<file path="src/rrsa_pkg.sv">
// Purpose: Shared constants for the rotate-right / subtract-with-borrow datapath
// Assumes: Eight-bit core datapath, one result per accepted operation
// Notes: Operation codes are local to this block
package rrsa_pkg;
    localparam int DATA_W = 8;
    localparam int MSB_POS = 7;
    localparam int LSB_POS = 0;
    localparam int NIB_W = 4;
    localparam int OP_W = 3;
    localparam logic [2:0] OP_ROTATE_RIGHT_MEM = 3'h0;
    localparam logic [2:0] OP_ROTATE_RIGHT_TO_ACC = 3'h1;
    localparam logic [2:0] OP_ROTATE_RIGHT_THROUGH_CARRY_MEM = 3'h2;
    localparam logic [2:0] OP_ROTATE_RIGHT_THROUGH_CARRY_TO_ACC = 3'h3;
    localparam logic [2:0] OP_SUB_BORROW_TO_ACC = 3'h4;
    localparam logic [2:0] OP_SUB_BORROW_TO_MEM = 3'h5;
    localparam logic [7:0] RESULT_RESET = 8'h00;
    localparam logic FLAG_RESET = 1'b0;
    localparam int LATENCY_CYCLES = 1;
endpackage : rrsa_pkg

</file>
<file path="src/rrsa_sub_if.sv">
// Purpose: Carrier between the datapath top and its subtract unit
// Assumes: Purely combinational traffic on the core clock
// Notes: The unit drives every flag, the top drives the operands
`timescale 1ns/100ps
interface rrsa_sub_if;
    logic [7:0] minuend;
    logic [7:0] subtrahend;
    logic carry_in;
    logic ext_null_in;
    logic [7:0] diff;
    logic carry_out;
    logic half_out;
    logic wrap_out;
    logic null_out;
    logic sign_out;
    logic ext_null_out;
    modport unit (
        input minuend,
        input subtrahend,
        input carry_in,
        input ext_null_in,
        output diff,
        output carry_out,
        output half_out,
        output wrap_out,
        output null_out,
        output sign_out,
        output ext_null_out
    );
    modport user (
        output minuend,
        output subtrahend,
        output carry_in,
        output ext_null_in,
        input diff,
        input carry_out,
        input half_out,
        input wrap_out,
        input null_out,
        input sign_out,
        input ext_null_out
    );
endinterface : rrsa_sub_if

</file>
<file path="src/rrsa_alu.sv">
// Purpose: Execution datapath for rotate-right and subtract-with-borrow operations
// Assumes: Decode presents one operation per op_valid pulse with its operands
// Notes: Results and flags appear one clock after the request
// Contract
// - Plain rotate to memory moves bit 0 to bit 7, writes memory, and keeps all flags.
// - Plain rotate to accumulator writes the rotated byte to the accumulator only.
// - Rotate through carry to memory rotates the nine-bit ring of byte and carry.
// - Rotate through carry to accumulator writes the accumulator and loads bit 0 into carry.
// - The through-carry rotates change only carry; no rotate touches other flags.
// - Subtract to accumulator computes accumulator minus memory minus inverted carry.
// - Subtract to memory computes the same difference and writes it to memory.
// - After a subtract, carry is 0 for a negative result and 1 otherwise.
// - Subtracts update wrap, null, half borrow, carry, signed borrow and extended null.
`timescale 1ns/100ps
module rrsa_alu (
    input wire logic clk_sys,
    input wire logic rst_b,
    input wire logic op_valid,
    input wire logic [rrsa_pkg::OP_W-1:0] op_code,
    input wire logic [rrsa_pkg::DATA_W-1:0] mem_data,
    input wire logic [rrsa_pkg::DATA_W-1:0] acc_data,
    input wire logic borrow_out_bit,
    input wire logic extended_null_flag,
    output logic res_valid,
    output logic [rrsa_pkg::DATA_W-1:0] res_data,
    output logic acc_we,
    output logic mem_we,
    output logic carry_we,
    output logic arith_we,
    output logic borrow_out_bit_new,
    output logic signed_wrap_flag,
    output logic result_null_flag,
    output logic half_borrow_flag,
    output logic signed_borrow_flag,
    output logic extended_null_flag_new
);
    rrsa_sub_if sub_bus ();

    rrsa_sub_unit u_sub (
        .sub(sub_bus.unit)
    );

    wire is_rr_mem;
    wire is_rr_acc;
    wire is_rrc_mem;
    wire is_rrc_acc;
    wire is_sbc_acc;
    wire is_sbc_mem;
    wire is_rotate;
    wire is_through;
    wire is_sub;
    wire [7:0] rot_plain;
    wire [7:0] rot_carry;
    wire [7:0] result_sel;
    wire take_mem;
    wire take_acc;
    wire upd_data;
    wire upd_carry;
    wire upd_arith;
    wire carry_sel;

    logic res_valid_reg;
    logic [7:0] res_data_reg;
    logic acc_we_reg;
    logic mem_we_reg;
    logic carry_we_reg;
    logic arith_we_reg;
    logic carry_reg;
    logic wrap_reg;
    logic null_reg;
    logic half_reg;
    logic sign_reg;
    logic ext_null_reg;
    logic res_valid_next;
    logic [7:0] res_data_next;
    logic acc_we_next;
    logic mem_we_next;
    logic carry_we_next;
    logic arith_we_next;
    logic carry_next;
    logic wrap_next;
    logic null_next;
    logic half_next;
    logic sign_next;
    logic ext_null_next;

    assign is_rr_mem = op_valid && (op_code == rrsa_pkg::OP_ROTATE_RIGHT_MEM);
    assign is_rr_acc = op_valid && (op_code == rrsa_pkg::OP_ROTATE_RIGHT_TO_ACC);
    assign is_rrc_mem = op_valid && (op_code == rrsa_pkg::OP_ROTATE_RIGHT_THROUGH_CARRY_MEM);
    assign is_rrc_acc = op_valid && (op_code == rrsa_pkg::OP_ROTATE_RIGHT_THROUGH_CARRY_TO_ACC);
    assign is_sbc_acc = op_valid && (op_code == rrsa_pkg::OP_SUB_BORROW_TO_ACC);
    assign is_sbc_mem = op_valid && (op_code == rrsa_pkg::OP_SUB_BORROW_TO_MEM);
    assign is_through = is_rrc_mem || is_rrc_acc;
    assign is_rotate = is_rr_mem || is_rr_acc || is_through;
    assign is_sub = is_sbc_acc || is_sbc_mem;

    assign sub_bus.minuend = acc_data;
    assign sub_bus.subtrahend = mem_data;
    assign sub_bus.carry_in = borrow_out_bit;
    assign sub_bus.ext_null_in = extended_null_flag;

    // Bits 6 down to 0 take their left neighbour in both rotate forms
    genvar bit_idx;
    generate
        for (bit_idx = 0; bit_idx < rrsa_pkg::MSB_POS; bit_idx = bit_idx + 1) begin : g_rot_bit
            assign rot_plain[bit_idx] = mem_data[bit_idx + 1];
            assign rot_carry[bit_idx] = mem_data[bit_idx + 1];
        end
    endgenerate
    // Bit 7 is where the forms differ: old bit 0, or the incoming carry
    assign rot_plain[rrsa_pkg::MSB_POS] = mem_data[rrsa_pkg::LSB_POS];
    assign rot_carry[rrsa_pkg::MSB_POS] = borrow_out_bit;

    assign result_sel = is_sub ? sub_bus.diff
        : (is_through ? rot_carry : rot_plain);
    // Destination picks memory or accumulator; unknown codes write nothing
    assign take_mem = is_rr_mem || is_rrc_mem || is_sbc_mem;
    assign take_acc = is_rr_acc || is_rrc_acc || is_sbc_acc;

    // Old bit 0 becomes the carry for either through-carry rotate
    assign carry_sel = is_sub ? sub_bus.carry_out
        : mem_data[rrsa_pkg::LSB_POS];

    // A refused code raises no strobe and leaves every held output alone
    assign upd_data = is_rotate || is_sub;
    assign upd_carry = is_through || is_sub;
    assign upd_arith = is_sub;

    assign res_valid_next = take_mem || take_acc;
    assign acc_we_next = take_acc;
    assign mem_we_next = take_mem;
    // Plain rotates raise no flag strobe at all
    assign carry_we_next = upd_carry;
    assign arith_we_next = upd_arith;

    // Data and flags hold between operations so a late reader still sees them
    assign res_data_next = upd_data ? result_sel : res_data_reg;
    assign carry_next = upd_carry ? carry_sel : carry_reg;
    assign wrap_next = upd_arith ? sub_bus.wrap_out : wrap_reg;
    assign null_next = upd_arith ? sub_bus.null_out : null_reg;
    assign half_next = upd_arith ? sub_bus.half_out : half_reg;
    assign sign_next = upd_arith ? sub_bus.sign_out : sign_reg;
    assign ext_null_next = upd_arith ? sub_bus.ext_null_out : ext_null_reg;

    // One short register per output keeps each reset value beside its flop
    always_ff @(posedge clk_sys or negedge rst_b) begin
        if (!rst_b) begin
            res_valid_reg <= rrsa_pkg::FLAG_RESET;
        end else begin
            res_valid_reg <= res_valid_next;
        end
    end

    always_ff @(posedge clk_sys or negedge rst_b) begin
        if (!rst_b) begin
            acc_we_reg <= rrsa_pkg::FLAG_RESET;
        end else begin
            acc_we_reg <= acc_we_next;
        end
    end

    always_ff @(posedge clk_sys or negedge rst_b) begin
        if (!rst_b) begin
            mem_we_reg <= rrsa_pkg::FLAG_RESET;
        end else begin
            mem_we_reg <= mem_we_next;
        end
    end

    always_ff @(posedge clk_sys or negedge rst_b) begin
        if (!rst_b) begin
            carry_we_reg <= rrsa_pkg::FLAG_RESET;
        end else begin
            carry_we_reg <= carry_we_next;
        end
    end

    always_ff @(posedge clk_sys or negedge rst_b) begin
        if (!rst_b) begin
            arith_we_reg <= rrsa_pkg::FLAG_RESET;
        end else begin
            arith_we_reg <= arith_we_next;
        end
    end

    always_ff @(posedge clk_sys or negedge rst_b) begin
        if (!rst_b) begin
            res_data_reg <= rrsa_pkg::RESULT_RESET;
        end else begin
            res_data_reg <= res_data_next;
        end
    end

    always_ff @(posedge clk_sys or negedge rst_b) begin
        if (!rst_b) begin
            carry_reg <= rrsa_pkg::FLAG_RESET;
        end else begin
            carry_reg <= carry_next;
        end
    end

    always_ff @(posedge clk_sys or negedge rst_b) begin
        if (!rst_b) begin
            wrap_reg <= rrsa_pkg::FLAG_RESET;
        end else begin
            wrap_reg <= wrap_next;
        end
    end

    always_ff @(posedge clk_sys or negedge rst_b) begin
        if (!rst_b) begin
            null_reg <= rrsa_pkg::FLAG_RESET;
        end else begin
            null_reg <= null_next;
        end
    end

    always_ff @(posedge clk_sys or negedge rst_b) begin
        if (!rst_b) begin
            half_reg <= rrsa_pkg::FLAG_RESET;
        end else begin
            half_reg <= half_next;
        end
    end

    always_ff @(posedge clk_sys or negedge rst_b) begin
        if (!rst_b) begin
            sign_reg <= rrsa_pkg::FLAG_RESET;
        end else begin
            sign_reg <= sign_next;
        end
    end

    always_ff @(posedge clk_sys or negedge rst_b) begin
        if (!rst_b) begin
            ext_null_reg <= rrsa_pkg::FLAG_RESET;
        end else begin
            ext_null_reg <= ext_null_next;
        end
    end

    assign res_valid = res_valid_reg;
    assign res_data = res_data_reg;
    assign acc_we = acc_we_reg;
    assign mem_we = mem_we_reg;
    assign carry_we = carry_we_reg;
    assign arith_we = arith_we_reg;
    assign borrow_out_bit_new = carry_reg;
    assign signed_wrap_flag = wrap_reg;
    assign result_null_flag = null_reg;
    assign half_borrow_flag = half_reg;
    assign signed_borrow_flag = sign_reg;
    assign extended_null_flag_new = ext_null_reg;
endmodule : rrsa_alu

</file>
<file path="src/rrsa_sub_unit.sv">
// Purpose: Eight-bit subtract with borrow and its status flags
// Assumes: Carry set means no borrow, as for the core's other subtracts
// Notes: Combinational; the top registers every result
`timescale 1ns/100ps
module rrsa_sub_unit (
    rrsa_sub_if.unit sub
);
    wire [8:0] full_diff;
    wire [4:0] low_diff;
    wire borrow_in;

    // Inverted carry is the borrow that enters bit 0
    assign borrow_in = ~sub.carry_in;
    assign full_diff = {1'b0, sub.minuend} - {1'b0, sub.subtrahend} - {8'h00, borrow_in};
    assign low_diff = {1'b0, sub.minuend[rrsa_pkg::NIB_W-1:0]}
        - {1'b0, sub.subtrahend[rrsa_pkg::NIB_W-1:0]} - {4'h0, borrow_in};
    assign sub.diff = full_diff[rrsa_pkg::DATA_W-1:0];
    // Borrow out of bit 7 means a negative result, so carry clears
    assign sub.carry_out = ~full_diff[rrsa_pkg::DATA_W];
    assign sub.half_out = ~low_diff[rrsa_pkg::NIB_W];
    assign sub.wrap_out = (sub.minuend[rrsa_pkg::MSB_POS] ^ sub.subtrahend[rrsa_pkg::MSB_POS])
        & (sub.minuend[rrsa_pkg::MSB_POS] ^ full_diff[rrsa_pkg::MSB_POS]);
    assign sub.null_out = (full_diff[rrsa_pkg::DATA_W-1:0] == 8'h00);
    // True sign of the difference even when the eight-bit result wraps
    assign sub.sign_out = sub.wrap_out ^ full_diff[rrsa_pkg::MSB_POS];
    // Multi-byte zero: stays set only while every byte so far was zero
    assign sub.ext_null_out = sub.null_out & sub.ext_null_in;
endmodule : rrsa_sub_unit

</file>
<file path="config.mk">
export PLATFORM = sky130hd
export DESIGN_NAME = rrsa_alu
export DESIGN_NICKNAME = d
export VERILOG_FILES = /design/src/rrsa_pkg.sv /design/src/rrsa_sub_if.sv /design/src/rrsa_alu.sv /design/src/rrsa_sub_unit.sv
export SDC_FILE = /design/constraint.sdc
export NUM_CORES = 1
export LEC_CHECK = 0
export ABC_AREA = 1
export BUFFER_PORTS_ARGS = -buffer_cell sky130_fd_sc_hd__buf_4
export CAP_MARGIN = 0
export CORE_ASPECT_RATIO = 1.5
export CORE_MARGIN = 2
export CORE_UTILIZATION = 52
export CTS_CLUSTER_SIZE = 20
export DETAILED_ROUTE_END_ITERATION = 10
export GPL_TIMING_DRIVEN = 0
export PLACE_DENSITY = 0.8
export SKIP_CTS_REPAIR_TIMING = 1
export SYNTH_ARGS = -nofsm -noshare
export SYNTH_HDL_FRONTEND = slang
export SYNTH_SLANG_ARGS = --single-unit
</file>
<file path="constraint.sdc">
create_clock -name clk_sys -period 1.3 [get_ports clk_sys]
set_clock_uncertainty 0.15 [all_clocks]
set_input_delay 0.13 -clock clk_sys [delete_from_list [all_inputs] [get_ports clk_sys]]
set_output_delay 0.13 -clock clk_sys [all_outputs]
set_load 0.005 [all_outputs]
</file>
==> summary.md <==
Entering global routing, the biggest net connects 20 pins. Of all cell types, the one taking the most synthesized area is sky130_fd_sc_hd__dfrtp_1. Data required time at the worst endpoint: 1350 ps. The share of cells above drive strength 1 came out at 0.419.

In the final timing run, aggregate negative setup slack is -4170 ps. For this run, the leading register cell type out of synthesis is sky130_fd_sc_hd__dfrtp_1. The run gives 1 as the number of failing hold endpoints at the final stage.

The die covers 3310 um2. The first global-routing pass estimated 5240 um of wire. The number of search-and-repair iterations in the first detailed-routing pass was 4.

The run gives 1282 as the number of global-route vias before repair. The worst voltage drop across the vdd grid is 0.000607 V, and the critical path arrival is 1800 ps. Starting density of the core: 0.549.

Maximum level of the CTS H-tree: 1. After detailed routing, the number of vias per cell comes to 4.98. For the pin with the worst max-slew slack, the measured transition is 266 ps. The final reports fail on negative hold slack, negative setup slack.

The total of max-cap violations is 0. In the layout the commonest cells are 41 x sky130_fd_sc_hd__buf_4, 40 x sky130_fd_sc_hd__nand2_1, 29 x sky130_fd_sc_hd__inv_1. For the total CTS buffers, the log shows 3. The flow ran to the end, but the final reports show violations.

The commonest non-fill, non-tap cell in the layout was sky130_fd_sc_hd__buf_4. The worst hold path belongs to the class input port to flop. The detailed router finished its first iteration with 25 violations. The top achievable clock speed is 571 MHz, and the post-detailed-route count of antenna-violating nets is 0. Clock latency on the worst-skew pair, taken at its later pin, is 260 ps. After detailed routing, the number of remaining DRC violations is 0. The number of max-slew violations in the final report was 0. The critical-path maximum fanout was 2; the synthesized flop and latch total was 19. For the global placement routability congestion, the log shows 0.812. The aggregate global routing overflow is 0, and the aggregate global-route resource usage is 0.209. The logs give 0.786 for the share of the core filled with cells and 2710 um2 for the core footprint. Setup repair after global routing could not meet its margin everywhere.

In this run the count of I/O pins placed on the die edge is 43. For the net count after synthesis, the log shows 234. The number of enable-type register cells in the synthesized netlist was 0; the worst hold-check slack was -5.47 ps.

Synthesis produced a netlist whose cell count is 194. The area share of the leading cell type in the synthesized netlist works out to 0.320. The leakage component of the power came out at 0.00113 uW. The proportion of register bits with asynchronous set or reset after synthesis came out at 1.00.

For the register area share after synthesis, the log shows 0.320. Timing analysis after detailed placement gives a worst setup slack of -770 ps. The logs give 31 for the count of different cell masters after synthesis and -451 ps for the minimum setup slack in the final design. For the finished layout, the period the worst path requires is 1750 ps. Compared with the post-synthesis result, the final layout area differs by 43.3%. The number of flip-flops under the largest register name is 8, and the number of endpoints failing setup at the final stage is 13. The share of the clock period used by the worst path after layout came out at 1.35. The headroom to the max-slew limit was 0.822; the post-detailed-placement half-perimeter wirelength was 2560 um.

A synthesized cell averages 7.65 um2. The tools report the number of antenna violations at the first check in global routing as 0. The tools report the kind of end point of the critical path as a flop. The power density of the placed cells was 958 nW/um2.

The final layout contains routed wiring with a total length of 3450 um. Measured along the y axis, the die boundary spans 69.4 um. Clock-pin slew was measured on the worst setup and hold paths at 70 ps. The post-synthesis instance area is 1480 um2.

Cell at the root of the clock tree: sky130_fd_sc_hd__clkbuf_8. Routed wirelength normalized by instance count: 12.1 um. After synthesis, the cell types taking the most area are sky130_fd_sc_hd__dfrtp_1 32%, sky130_fd_sc_hd__nand2_1 13%, sky130_fd_sc_hd__ha_1 12%. The deepest clock path buffer count was 2. The detailed router placed 1420 vias in this run. The tools report the number of nets at the end of the flow as 289. TritonCTS built the clock tree. The tree built by TritonCTS fans out to 19 sinks.

The die width was 47.6 um. The worst setup path is launched from an input port. The worst setup path is of the input port to flop kind. The run gives 0 as the antenna cell count. The site row count is 23. The Yosys step of the flow raised 0 warnings. The number of I/O port buffers was 42.
-- per-stage QoR --
| stage | area [um2] | instances | total power [uW] |
|---|---|---|---|
| detailed placement | 1870 | 273 | 1510 |
| global placement | 1870 | 273 | 1490 |
| global route | 2130 | 285 | 2180 |
| CTS | 1920 | 277 | 1910 |
| floorplan | 1510 | 194 | 1210 |
| finish | 2130 | 285 | 2040 |
-- path summary, 6_finish.rpt --
check | depth (start not counted) | slack [ps] | from | end
setup / recovery | 12 | -450 | mem_data[0] | result_null_flag
hold / removal | 3 | -5 | op_code[1] | carry_we
setup reg to reg | 1 | 320 | res_data[0] | res_data[0]
hold reg to reg | 2 | 330 | extended_null_flag_new | extended_null_flag_new
max in group asynchronous | 2 | 670 | rst_b | extended_null_flag_new
min in group asynchronous | 2 | 120 | rst_b | arith_we
-- final cells by class --
| cell class | count | area, um2 |
|---|---|---|
| Multi-Input combinational cell | 133 | 975 |
| Fill cell | 210 | 579 |
| Sequential cell | 19 | 475 |
| Timing Repair Buffer | 50 | 409 |
| Inverter | 40 | 164 |
| Tap cell | 37 | 46.3 |
| Clock buffer | 3 | 41.3 |
| Buffer | 2 | 10.0 |
| Clock inverter | 1 | 5.00 |
-- worst max-delay path, cell delays in order --
cell	delay, ps
sky130_fd_sc_hd__buf_8	100
sky130_fd_sc_hd__fa_2	600
sky130_fd_sc_hd__inv_2	50
sky130_fd_sc_hd__ha_4	260
sky130_fd_sc_hd__inv_2	30
sky130_fd_sc_hd__nand2_2	50
sky130_fd_sc_hd__nand3b_1	80
sky130_fd_sc_hd__nor2_2	160
sky130_fd_sc_hd__nand3_2	100
sky130_fd_sc_hd__nor2_4	100
sky130_fd_sc_hd__nand3_1	80
sky130_fd_sc_hd__nand2_1	60
-- cell usage after synthesis, types with 3 or more instances --
cell,instances
sky130_fd_sc_hd__inv_2,4
sky130_fd_sc_hd__nand4_1,3
sky130_fd_sc_hd__o21ai_1,5
sky130_fd_sc_hd__inv_1,35
sky130_fd_sc_hd__nor2_1,7
sky130_fd_sc_hd__dfrtp_1,19
sky130_fd_sc_hd__o21a_1,4
sky130_fd_sc_hd__ha_1,14
sky130_fd_sc_hd__nand3b_1,3
sky130_fd_sc_hd__nand2_1,51
sky130_fd_sc_hd__nand2_2,7
sky130_fd_sc_hd__nand3_1,9
sky130_fd_sc_hd__a21oi_1,7
sky130_fd_sc_hd__o21ai_0,3
-- power breakdown --
part / internal [uW] / leakage [uW] / switching, uW / total, uW
registers: 669 / 0.000238 / 42.9 / 712
clock network: 213 / 0.0000255 / 196 / 410
logic: 430 / 0.000871 / 486 / 915
-- layer usage --
layer  track usage  share of wire
met3        0.0260          0.038
met1         0.262           0.39
met5             0              0
met2         0.353           0.56
met4        0.0661          0.012
-- cell families after synthesis --
family                   count (synthesis)  share of synthesized area
buffers and inverters                   42                      0.109
AND/OR/NAND/NOR                         88                      0.287
adder cells (fa/ha/maj)                 16                      0.145
flip-flops                              19                      0.320
XOR/XNOR                                 1                    0.00590
AO/OA/AOI/OAI                           27                      0.126
multiplexers                             1                    0.00675
No activity file was read; power rests on OpenSTA's default activity.
